File: config.mk
export PLATFORM = sky130hd
export DESIGN_NAME = msrc_top
export DESIGN_NICKNAME = d
export VERILOG_FILES = /design/src/rtl/msrc_pkg.sv /design/src/rtl/msrc_top.sv
export SDC_FILE = /design/constraint.sdc
export NUM_CORES = 1
export LEC_CHECK = 0
export BUFFER_PORTS_ARGS = -buffer_cell sky130_fd_sc_hd__buf_2
export CORE_AREA = 5 5 109 111
export DETAILED_ROUTE_END_ITERATION = 8
export DIE_AREA = 0 0 114 116
export MAX_ROUTING_LAYER = met4
export PLACE_DENSITY = 0.78
export SLEW_MARGIN = 30
export SYNTH_ARGS = -nofsm -noshare
export SYNTH_HDL_FRONTEND = slang
export SYNTH_SLANG_ARGS = --single-unit
File: constraint.sdc
create_clock -name i_clk -period 3.8 [get_ports i_clk]
set_input_delay 0.19 -clock i_clk [delete_from_list [all_inputs] [get_ports i_clk]]
set_output_delay 0.19 -clock i_clk [all_outputs]
set_load 0.02 [all_outputs]
File: src/rtl/msrc_pkg.sv
// Function
// - six sources select three reset actions: power-on, hard, soft
// - status register records latest reset cause
// - power-on resets everything, drives both pins
// - boot straps latched only at power-on
// - soft reset asserted whenever hard is
// - reset pins open-drain, pull low only
// - hard reset drives pins, reloads config word
// - external soft pin ignored while resetting
// - soft reset keeps configuration, resets cores
// - enabled watchdog expiry starts hard sequence
// - enabled bus monitor expiry starts hard sequence
// - test-port command starts soft sequence
// - strap sampling and pll reset power-on only
// - hard pin and unit registers: por, hard
// - every source resets bus, cores, peripherals
// - straps sampled at power-on pin release
// - internal power-on ends 1024 cycles later
// - after lock: hard 512, soft 515 cycles
package msrc_pkg;
    localparam int CLK_PERIOD_NS = 50;
    localparam int POR_DELAY_NS = 51200;
    localparam int HARD_REL_NS = 25600;
    localparam int SOFT_REL_NS = 25750;
    localparam int POR_DELAY_CYC = POR_DELAY_NS / CLK_PERIOD_NS;
    localparam int HARD_REL_CYC = HARD_REL_NS / CLK_PERIOD_NS;
    localparam int SOFT_REL_CYC = SOFT_REL_NS / CLK_PERIOD_NS;
    localparam int CNT_W = 11;
    localparam int CFG_W = 14;
    localparam int HRCW_W = 32;
    localparam int CAUSE_W = 6;
    // register byte offsets
    localparam logic [7:0] OFF_STATUS = 8'h00;
    localparam logic [7:0] OFF_CTRL = 8'h04;
    localparam logic [7:0] OFF_CFG = 8'h08;
    localparam logic [7:0] OFF_HRCW = 8'h0c;
    localparam logic [7:0] OFF_PHASE = 8'h10;
    // status bit positions
    localparam int ST_POR = 0;
    localparam int ST_HARD = 1;
    localparam int ST_SOFT = 2;
    localparam int ST_WDOG = 3;
    localparam int ST_BMON = 4;
    localparam int ST_TAP = 5;
    // control bit positions
    localparam int CT_WDOG_EN = 0;
    localparam int CT_BMON_EN = 1;
    // reset values
    localparam logic [CAUSE_W-1:0] STATUS_RST = 6'h01;
    localparam logic [1:0] CTRL_RST = 2'h3;
    typedef enum logic [2:0] {
        ST_IDLE = 3'b000,
        ST_POR_PIN = 3'b001,
        ST_POR_DLY = 3'b010,
        ST_LOCK_WAIT = 3'b011,
        ST_HARD_SEQ = 3'b100,
        ST_SOFT_SEQ = 3'b101,
        ST_REL_WAIT = 3'b110
    } msrc_state_t;
endpackage

File: src/rtl/msrc_top.sv
// Added by the designer: the address map and the APB slave port.
`timescale 1ns/1ps
module msrc_top
    import msrc_pkg::*;
(
    // clock and reset
    input wire logic i_clk,
    input wire logic i_rst,
    // apb slave
    input wire logic i_psel,
    input wire logic i_penable,
    input wire logic i_pwrite,
    input wire logic [7:0] i_paddr,
    input wire logic [31:0] i_pwdata,
    output logic o_pready,
    output logic [31:0] o_prdata,
    output logic o_pslverr,
    // reset pins
    input wire logic i_power_on_reset_n,
    input wire logic i_hard_reset_n,
    output logic o_hard_reset_n,
    output logic o_hard_reset_n_oe,
    input wire logic i_soft_reset_n,
    output logic o_soft_reset_n,
    output logic o_soft_reset_n_oe,
    // internal sources
    input wire logic i_wdog_expired,
    input wire logic i_bmon_expired,
    input wire logic i_tap_reset_cmd,
    input wire logic i_tap_drive_pin,
    input wire logic i_system_pll_lock,
    // configuration
    input wire logic [CFG_W-1:0] i_cfg_pins,
    input wire logic [HRCW_W-1:0] i_hrcw,
    output logic [CFG_W-1:0] o_por_cfg,
    output logic [HRCW_W-1:0] o_hrcw,
    // reset outputs
    output logic o_por_internal,
    output logic o_system_pll_rst,
    output logic o_system_integration_unit_rst,
    output logic o_peripheral_bus_rst,
    output logic o_core_rst,
    output logic o_multicore_bus_system_rst
);

    // pin synchronisers, first stage read only by the second
    logic [2:0] pin_raw;
    logic [2:0] sync1_ff;
    logic [2:0] sync2_ff;
    assign pin_raw = {i_soft_reset_n, i_hard_reset_n, i_power_on_reset_n};

    genvar g;
    generate
        for (g = 0; g < 3; g++) begin : g_sync
            always_ff @(posedge i_clk or posedge i_rst) begin
                if (i_rst) begin
                    sync1_ff[g] <= 1'b0;
                    sync2_ff[g] <= 1'b0;
                end else begin
                    sync1_ff[g] <= pin_raw[g];
                    sync2_ff[g] <= sync1_ff[g];
                end
            end
        end
    endgenerate

    logic por_n_s;
    logic hard_n_s;
    logic soft_n_s;
    assign por_n_s = sync2_ff[0];
    assign hard_n_s = sync2_ff[1];
    assign soft_n_s = sync2_ff[2];

    // sequencer state
    msrc_state_t state_ff, nxt_state;
    logic [CNT_W-1:0] cnt_ff, nxt_cnt;
    logic [CAUSE_W-1:0] status_ff, nxt_status;
    logic [1:0] ctrl_ff, nxt_ctrl;
    logic [CFG_W-1:0] por_cfg_ff, nxt_por_cfg;
    logic [HRCW_W-1:0] hrcw_ff, nxt_hrcw;
    logic tap_pin_ff, nxt_tap_pin;
    logic hard_drv_ff, nxt_hard_drv;
    logic soft_drv_ff, nxt_soft_drv;
    logic core_rst_ff, nxt_core_rst;
    logic siu_rst_ff, nxt_siu_rst;
    logic pll_rst_ff, nxt_pll_rst;
    logic por_int_ff, nxt_por_int;

    logic wr_status;
    logic wr_ctrl;
    logic wdog_req;
    logic bmon_req;
    logic [CAUSE_W-1:0] cause;

    assign wr_status = i_psel && i_penable && i_pwrite &&
        (i_paddr == OFF_STATUS);
    assign wr_ctrl = i_psel && i_penable && i_pwrite && (i_paddr == OFF_CTRL);
    assign wdog_req = i_wdog_expired && ctrl_ff[CT_WDOG_EN];
    assign bmon_req = i_bmon_expired && ctrl_ff[CT_BMON_EN];

    always_comb begin
        nxt_state = state_ff;
        nxt_cnt = cnt_ff;
        nxt_por_cfg = por_cfg_ff;
        nxt_hrcw = hrcw_ff;
        nxt_tap_pin = tap_pin_ff;
        cause = '0;
        unique case (state_ff)
            ST_IDLE: begin
                // hard sources outrank soft ones
                if (!hard_n_s || wdog_req || bmon_req) begin
                    cause[ST_HARD] = !hard_n_s;
                    cause[ST_WDOG] = wdog_req;
                    cause[ST_BMON] = bmon_req;
                    nxt_state = ST_HARD_SEQ;
                    nxt_cnt = '0;
                    nxt_hrcw = i_hrcw;
                end else if (!soft_n_s || i_tap_reset_cmd) begin
                    cause[ST_SOFT] = !soft_n_s;
                    cause[ST_TAP] = i_tap_reset_cmd;
                    nxt_tap_pin = soft_n_s ? i_tap_drive_pin : 1'b1;
                    nxt_state = ST_SOFT_SEQ;
                    nxt_cnt = '0;
                end
            end
            ST_POR_PIN: begin
                if (por_n_s) begin
                    nxt_por_cfg = i_cfg_pins;
                    nxt_state = ST_POR_DLY;
                    nxt_cnt = '0;
                end
            end
            ST_POR_DLY: begin
                nxt_cnt = cnt_ff + 1'b1;
                if (cnt_ff == CNT_W'(POR_DELAY_CYC - 1)) begin
                    nxt_state = ST_LOCK_WAIT;
                    nxt_cnt = '0;
                end
            end
            ST_LOCK_WAIT: begin
                if (i_system_pll_lock) begin
                    nxt_hrcw = i_hrcw;
                    nxt_state = ST_HARD_SEQ;
                    nxt_cnt = '0;
                end
            end
            ST_HARD_SEQ: begin
                nxt_cnt = cnt_ff + 1'b1;
                if (cnt_ff == CNT_W'(SOFT_REL_CYC - 1)) begin
                    nxt_state = ST_REL_WAIT;
                end
            end
            ST_SOFT_SEQ: begin
                // a hard request may still escalate a running soft one
                if (!hard_n_s || wdog_req || bmon_req) begin
                    cause[ST_HARD] = !hard_n_s;
                    cause[ST_WDOG] = wdog_req;
                    cause[ST_BMON] = bmon_req;
                    nxt_state = ST_HARD_SEQ;
                    nxt_cnt = '0;
                    nxt_hrcw = i_hrcw;
                end else begin
                    nxt_cnt = cnt_ff + 1'b1;
                    if (cnt_ff == CNT_W'(SOFT_REL_CYC - 1)) begin
                        nxt_state = ST_REL_WAIT;
                    end
                end
            end
            ST_REL_WAIT: begin
                // our own drive takes two cycles to clear the synchroniser
                if (hard_n_s && soft_n_s) begin
                    nxt_state = ST_IDLE;
                end
            end
            default: begin
                nxt_state = ST_POR_PIN;
                nxt_cnt = '0;
            end
        endcase
        // power-on pin wins over every state
        if (!por_n_s) begin
            cause = '0;
            cause[ST_POR] = 1'b1;
            nxt_state = ST_POR_PIN;
            nxt_cnt = '0;
        end
        // new cause replaces the record, beating a software clear
        if ((state_ff != ST_POR_PIN || cause != 6'h01) && cause != '0) begin
            nxt_status = cause;
        end else begin
            nxt_status = status_ff;
            if (wr_status) begin
                nxt_status = status_ff & ~i_pwdata[CAUSE_W-1:0];
            end
        end
        nxt_ctrl = wr_ctrl ? i_pwdata[1:0] : ctrl_ff;
        if (siu_rst_ff) begin
            nxt_ctrl = CTRL_RST;
        end
    end

    // reset outputs, all changes land on a clock edge
    always_comb begin
        nxt_pll_rst = (nxt_state == ST_POR_PIN) ||
            (nxt_state == ST_POR_DLY);
        nxt_por_int = nxt_pll_rst;
        nxt_hard_drv = nxt_pll_rst || (nxt_state == ST_LOCK_WAIT) ||
            ((nxt_state == ST_HARD_SEQ) &&
             (nxt_cnt < CNT_W'(HARD_REL_CYC)));
        nxt_siu_rst = nxt_pll_rst || (nxt_state == ST_LOCK_WAIT) ||
            (nxt_state == ST_HARD_SEQ);
        nxt_core_rst = nxt_siu_rst ||
            (nxt_state == ST_SOFT_SEQ);
        nxt_soft_drv = nxt_siu_rst || ((nxt_state == ST_SOFT_SEQ) &&
            nxt_tap_pin);
    end

    always_ff @(posedge i_clk or posedge i_rst) begin
        if (i_rst) begin
            state_ff <= ST_POR_PIN;
            cnt_ff <= '0;
            status_ff <= STATUS_RST;
            ctrl_ff <= CTRL_RST;
            por_cfg_ff <= '0;
            hrcw_ff <= '0;
            tap_pin_ff <= 1'b1;
            hard_drv_ff <= 1'b1;
            soft_drv_ff <= 1'b1;
            core_rst_ff <= 1'b1;
            siu_rst_ff <= 1'b1;
            pll_rst_ff <= 1'b1;
            por_int_ff <= 1'b1;
        end else begin
            state_ff <= nxt_state;
            cnt_ff <= nxt_cnt;
            status_ff <= nxt_status;
            ctrl_ff <= nxt_ctrl;
            por_cfg_ff <= nxt_por_cfg;
            hrcw_ff <= nxt_hrcw;
            tap_pin_ff <= nxt_tap_pin;
            hard_drv_ff <= nxt_hard_drv;
            soft_drv_ff <= nxt_soft_drv;
            core_rst_ff <= nxt_core_rst;
            siu_rst_ff <= nxt_siu_rst;
            pll_rst_ff <= nxt_pll_rst;
            por_int_ff <= nxt_por_int;
        end
    end

    // open-drain: value is always low, only the enable moves
    assign o_hard_reset_n = 1'b0;
    assign o_hard_reset_n_oe = hard_drv_ff;
    assign o_soft_reset_n = 1'b0;
    assign o_soft_reset_n_oe = soft_drv_ff;
    assign o_por_cfg = por_cfg_ff;
    assign o_hrcw = hrcw_ff;
    assign o_por_internal = por_int_ff;
    assign o_system_pll_rst = pll_rst_ff;
    assign o_system_integration_unit_rst = siu_rst_ff;
    assign o_peripheral_bus_rst = core_rst_ff;
    assign o_core_rst = core_rst_ff;
    assign o_multicore_bus_system_rst = core_rst_ff;

    // apb read path, sampled in setup so access needs no wait state
    logic [31:0] prdata_ff, nxt_prdata;
    logic pslverr_ff, nxt_pslverr;

    always_comb begin
        nxt_prdata = prdata_ff;
        nxt_pslverr = pslverr_ff;
        if (i_psel && !i_penable) begin
            nxt_pslverr = 1'b0;
            nxt_prdata = '0;
            unique case (i_paddr)
                OFF_STATUS: nxt_prdata = {26'h0, status_ff};
                OFF_CTRL: nxt_prdata = {30'h0, ctrl_ff};
                OFF_CFG: nxt_prdata = {18'h0, por_cfg_ff};
                OFF_HRCW: nxt_prdata = hrcw_ff;
                OFF_PHASE: nxt_prdata = {29'h0, state_ff};
                default: nxt_pslverr = 1'b1;
            endcase
            if (i_pwrite) begin
                nxt_prdata = '0;
            end
        end
    end

    always_ff @(posedge i_clk or posedge i_rst) begin
        if (i_rst) begin
            prdata_ff <= '0;
            pslverr_ff <= 1'b0;
        end else begin
            prdata_ff <= nxt_prdata;
            pslverr_ff <= nxt_pslverr;
        end
    end

    assign o_pready = i_psel && i_penable;
    assign o_prdata = prdata_ff;
    assign o_pslverr = pslverr_ff && i_psel && i_penable;

endmodule // msrc_top
==> results.txt <==
----------------------------------------------------
[Flow run]
  Max-cap viol count ... 0

[Placement]
  Post-Place Worst Slack ... approximately 1200 ps
  Final estimated routing congestion in global placement ... 0.916
  Half-perimeter wire length after placement ... 9.64 mm
  Placed Instances ... ~700
  # port buffers ... 160

[Routing]
  Drt drc ... 0
  Via Count ... roughly 4,300
  Starting DRT DRC Count ... 243
  Total iterations of the first detailed-routing run ... 4
  Routed Antenna Nets ... 0
  Per-cell routed wire length ... 17.7 µm
  Total wire length after detailed routing ... around 14 mm
  Number of vias per cell ... 5.34

[Final layout]
  Layout cell share with drive strength beyond 1 ... around two fifths
  Most common library cell in the layout ignoring fill and taps ... sky130_fd_sc_hd__buf_2
  Area occupied by registers ... 2840 µm²
  Layout overhead on the synthesized area ... 40.2%
  Highest-count cells in the layout ignoring fill and taps ... sky130_fd_sc_hd__buf_2, sky130_fd_sc_hd__dfrtp_1, sky130_fd_sc_hd__dlygate4sd3_1
  Filler cell count in the final layout ... 760
  Number of diodes added for antenna fixing ... 0
  Area taken by multi-input logic gates ... ~2100 µm²
  Post-route non-filler standard cell count ... 806
  Total number of nets in the final design ... 754

[Logic synthesis]
  Count of flip-flops with a built-in enable after synthesis ... 0
  Synthesis warning total ... 0
  Syn Inst Count ... roughly 440
  Synth Register Bits ... between 100 and 150
  Dominant synthesized flop cell ... sky130_fd_sc_hd__dfrtp_1
  Sequential fraction of the synthesis area ... 55.6%
  Async S/R FF share, synth ... 100%
  Distinct cell type count after synthesis ... 59
  Post-Synthesis Cell Area ... 5110 µm²
  Mean instance size in the synthesized netlist ... 11.5 µm²

[Timing]
  Count of endpoints failing hold in the final timing report ... 0
  Setup repair after global routing missed its margin ... false
  Max-slew headroom ... 43.5%
  Final TNS setup ... 0 ps
  Number of setup violations in the final report ... 0
  Number of max-slew violations in the final report ... 0
  Least-Margin Pin Slew ... 847 ps
  Final critical path time including I/O delays and setup ... 2590 ps
  Period utilisation layout ... 68.1%
  Setup skew after layout ... 9.13 ps
  Fmax ... 0.387 GHz
  Final setup margin ... between 1000 and 1500 ps

[CTS]
  Clock edge transition at the registers on the reported setup and hold paths ... 50 ps
  Clock latency on the worst-skew pair ... approximately 510 ps
  CTS H-Tree Depth ... 4
  Clock tree from TritonCTS ... yes
  Clock tree sinks ... 113
  Post-cts sizing count ... 0
  Deepest clock path buffer count ... 2
  Master cell of the clock root buffer ... sky130_fd_sc_hd__clkbuf_8
  Number of buffers created by CTS ... 17

[Floorplanning]
  Die boundary height ... 116 µm
  Boundary Pins ... ~190
  Horizontal die dimension ... between 100 and 150 µm
  Initial Util ... about 48%
  Num rows ... 38
  Core Footprint ... ~11,000 µm²
  Die area ... between 10,000 and 15,000 µm²

[Worst hold path]
  Class of the tightest hold or removal check ... in -> reg

[Critical path]
  WS Path Type ... reg -> reg
  Data required time at the worst endpoint ... 4180 ps
  Worst R2R End ... o_hrcw[22]$_DFFE_PP0P_
  Maximum fanout along the worst path ... 20
  Sort of element at the end of the critical path ... flop
  R2R setup slack ... roughly 1200 ps
  Depth of the worst register-to-register path ... 6
  CP endpoint ... o_hrcw[22]$_DFFE_PP0P_
  Signal arrival time at the worst endpoint ... 2970 ps
  Worst reg2reg startpoint ... state_ff[0]$_DFF_PP1_
  Kind of start point of the critical path ... flop
  Worst setup startpoint ... state_ff[0]$_DFF_PP1_

[Power]
  Power per unit of standard cell area ... 620 nW/µm²
  Peak supply drop ... around 0.32 mV
  Proportion of power drawn by combinational gates ... 25.5%
  Share of total power in sequential cells ... 37.5%
  Power after layout ... 4.44 mW
  Switching Fraction ... 31.3%
  Power spent charging and discharging nets ... 1.39 mW
  Internal power component ... 3.05 mW
  Leakage dissipation ... 3.46 nW
  Clock group share of total power ... 37.0%

[Global route]
  Total congestion overflow after global routing ... 0
  Initial antenna violation count ... 0
  Pin count of the biggest net entering global routing ... 84
  Number of global-route vias before repair ... 4,487
  Wire length of the first global-routing pass ... 22.8 mm
  Total routing resource utilization after global routing ... 22.8%

[Status]
  Run status ... completed

----------------------------------------------------
==> routing by layer <==
metal	global-route usage (%)	vias up	wire [µm]
met5	-	-	0
met4	8.87	0	246
met3	5.07	19	1030
met2	38.1	173	7340
met1	27.0	2098	5660
li1	-	2016	-
==> Yosys cell counts (all sizes together) (2+ instances only) <==
| master | instances | share of area (%) |
|---|---|---|
| o21bai | 2 | 0.29 |
| nand3 | 16 | 1.6 |
| inv | 13 | 0.96 |
| and2 | 3 | 0.37 |
| nor2b | 2 | 0.24 |
| clkbuf | 10 | 0.74 |
| a22o | 24 | 4.1 |
| and3 | 6 | 0.74 |
| nor3 | 5 | 0.81 |
| nor4 | 2 | 0.37 |
| mux2i | 15 | 2.9 |
| dfstp | 10 | 5.1 |
| ha | 2 | 0.49 |
| nand4 | 2 | 0.37 |
| nor2 | 20 | 1.5 |
| a31oi | 4 | 0.49 |
| a32o | 2 | 0.39 |
| or2 | 2 | 0.25 |
| nand2 | 44 | 3.2 |
| o41ai | 2 | 0.34 |
| a21oi | 8 | 0.78 |
| mux2 | 49 | 11 |
| nand3b | 3 | 0.44 |
| buf | 18 | 2.1 |
| a22oi | 2 | 0.29 |
| o22ai | 8 | 0.98 |
| o21ai | 31 | 3.0 |
| dfrtp | 103 | 50 |
| or3 | 2 | 0.24 |
| o31ai | 6 | 0.88 |
| xnor2 | 3 | 0.51 |
| nand2b | 8 | 0.98 |
==> worst min path at each step <==
stage	slack [ps]	from	to	depth (start not counted)
4_1_cts	6	i_tap_reset_cmd	status_ff[5]$_DFFE_PP0P_	3
3_5_place_dp	300	i_power_on_reset_n	sync1_ff[0]$_DFF_PP0_	1
3_3_place_gp	300	i_soft_reset_n	sync1_ff[2]$_DFF_PP0_	1
2_1_floorplan	220	i_power_on_reset_n	sync1_ff[0]$_DFF_PP0_	0
6_report	40	i_tap_reset_cmd	status_ff[5]$_DFFE_PP0P_	3
5_1_grt	40	i_tap_reset_cmd	status_ff[5]$_DFFE_PP0P_	3
==> cell families after synthesis <==
| logic type | Yosys count | share of synthesized area [%] |
|---|---|---|
| AOI/OAI and AO/OA | 99 | 13.6 |
| other | 1 | 0.0734 |
| buffers and inverters | 41 | 3.80 |
| and+or+nand+nor | 120 | 12.1 |
| xor gates and xnor gates | 3 | 0.515 |
| DFF | 113 | 55.6 |
| muxes | 64 | 13.8 |
| adders and majority gates | 2 | 0.490 |
==> cell type report <==
| class | count | area share [%] |
|---|---|---|
| inverter | 13 | 0.751 |
| timing repair buffer | 218 | 19.2 |
| sequential | 113 | 39.7 |
| tap | 140 | 2.45 |
| clock buffer | 23 | 6.52 |
| clock inverter | 9 | 2.15 |
| multi-input combinational | 290 | 29.3 |
==> power groups by stage <==
stage	clock network, mW	registers, mW	logic (mW)
finish	1.64	1.66	1.13
global route	1.74	1.70	1.22
CTS	1.67	1.66	1.14
detailed placement	0	1.67	1.08
global placement	0	1.66	1.06
floorplan	0	1.89	0.465
==> critical path: stages, from the launching register on <==
cell	delay, ps
sky130_fd_sc_hd__dfstp_2	740
sky130_fd_sc_hd__nor2_1	90
sky130_fd_sc_hd__nand2_1	80
sky130_fd_sc_hd__a21oi_1	100
sky130_fd_sc_hd__a31oi_4	710
sky130_fd_sc_hd__buf_4	350
sky130_fd_sc_hd__mux2_2	370
==> sequential cells by signal, summed over array words and instances, names as in the netlist, 2 cells and up <==
signal	cells
cnt_ff	11
ctrl_ff	2
o_hrcw	32
o_por_cfg	14
o_prdata	32
state_ff	3
status_ff	6
sync1_ff	3
==> stage by stage <==
step                hold slack, ps  cell area, µm²  utilization, %
finish                        38.0            7160            66.9
global route                  42.5            7160            66.9
CTS                           5.94            7150            66.9
detailed placement             299            5980            55.9
global placement               298            5980            55.9
floorplan                      221            5110               -
==> what timing repair did <==
action | in CTS | in global routing
hold endpoints to repair | 128 | 0
hold buffers | 55 | 0
endpoints found under the setup margin | 0 | 0
buffers inserted | 0 | 0
(Power assumes the default switching activity.)
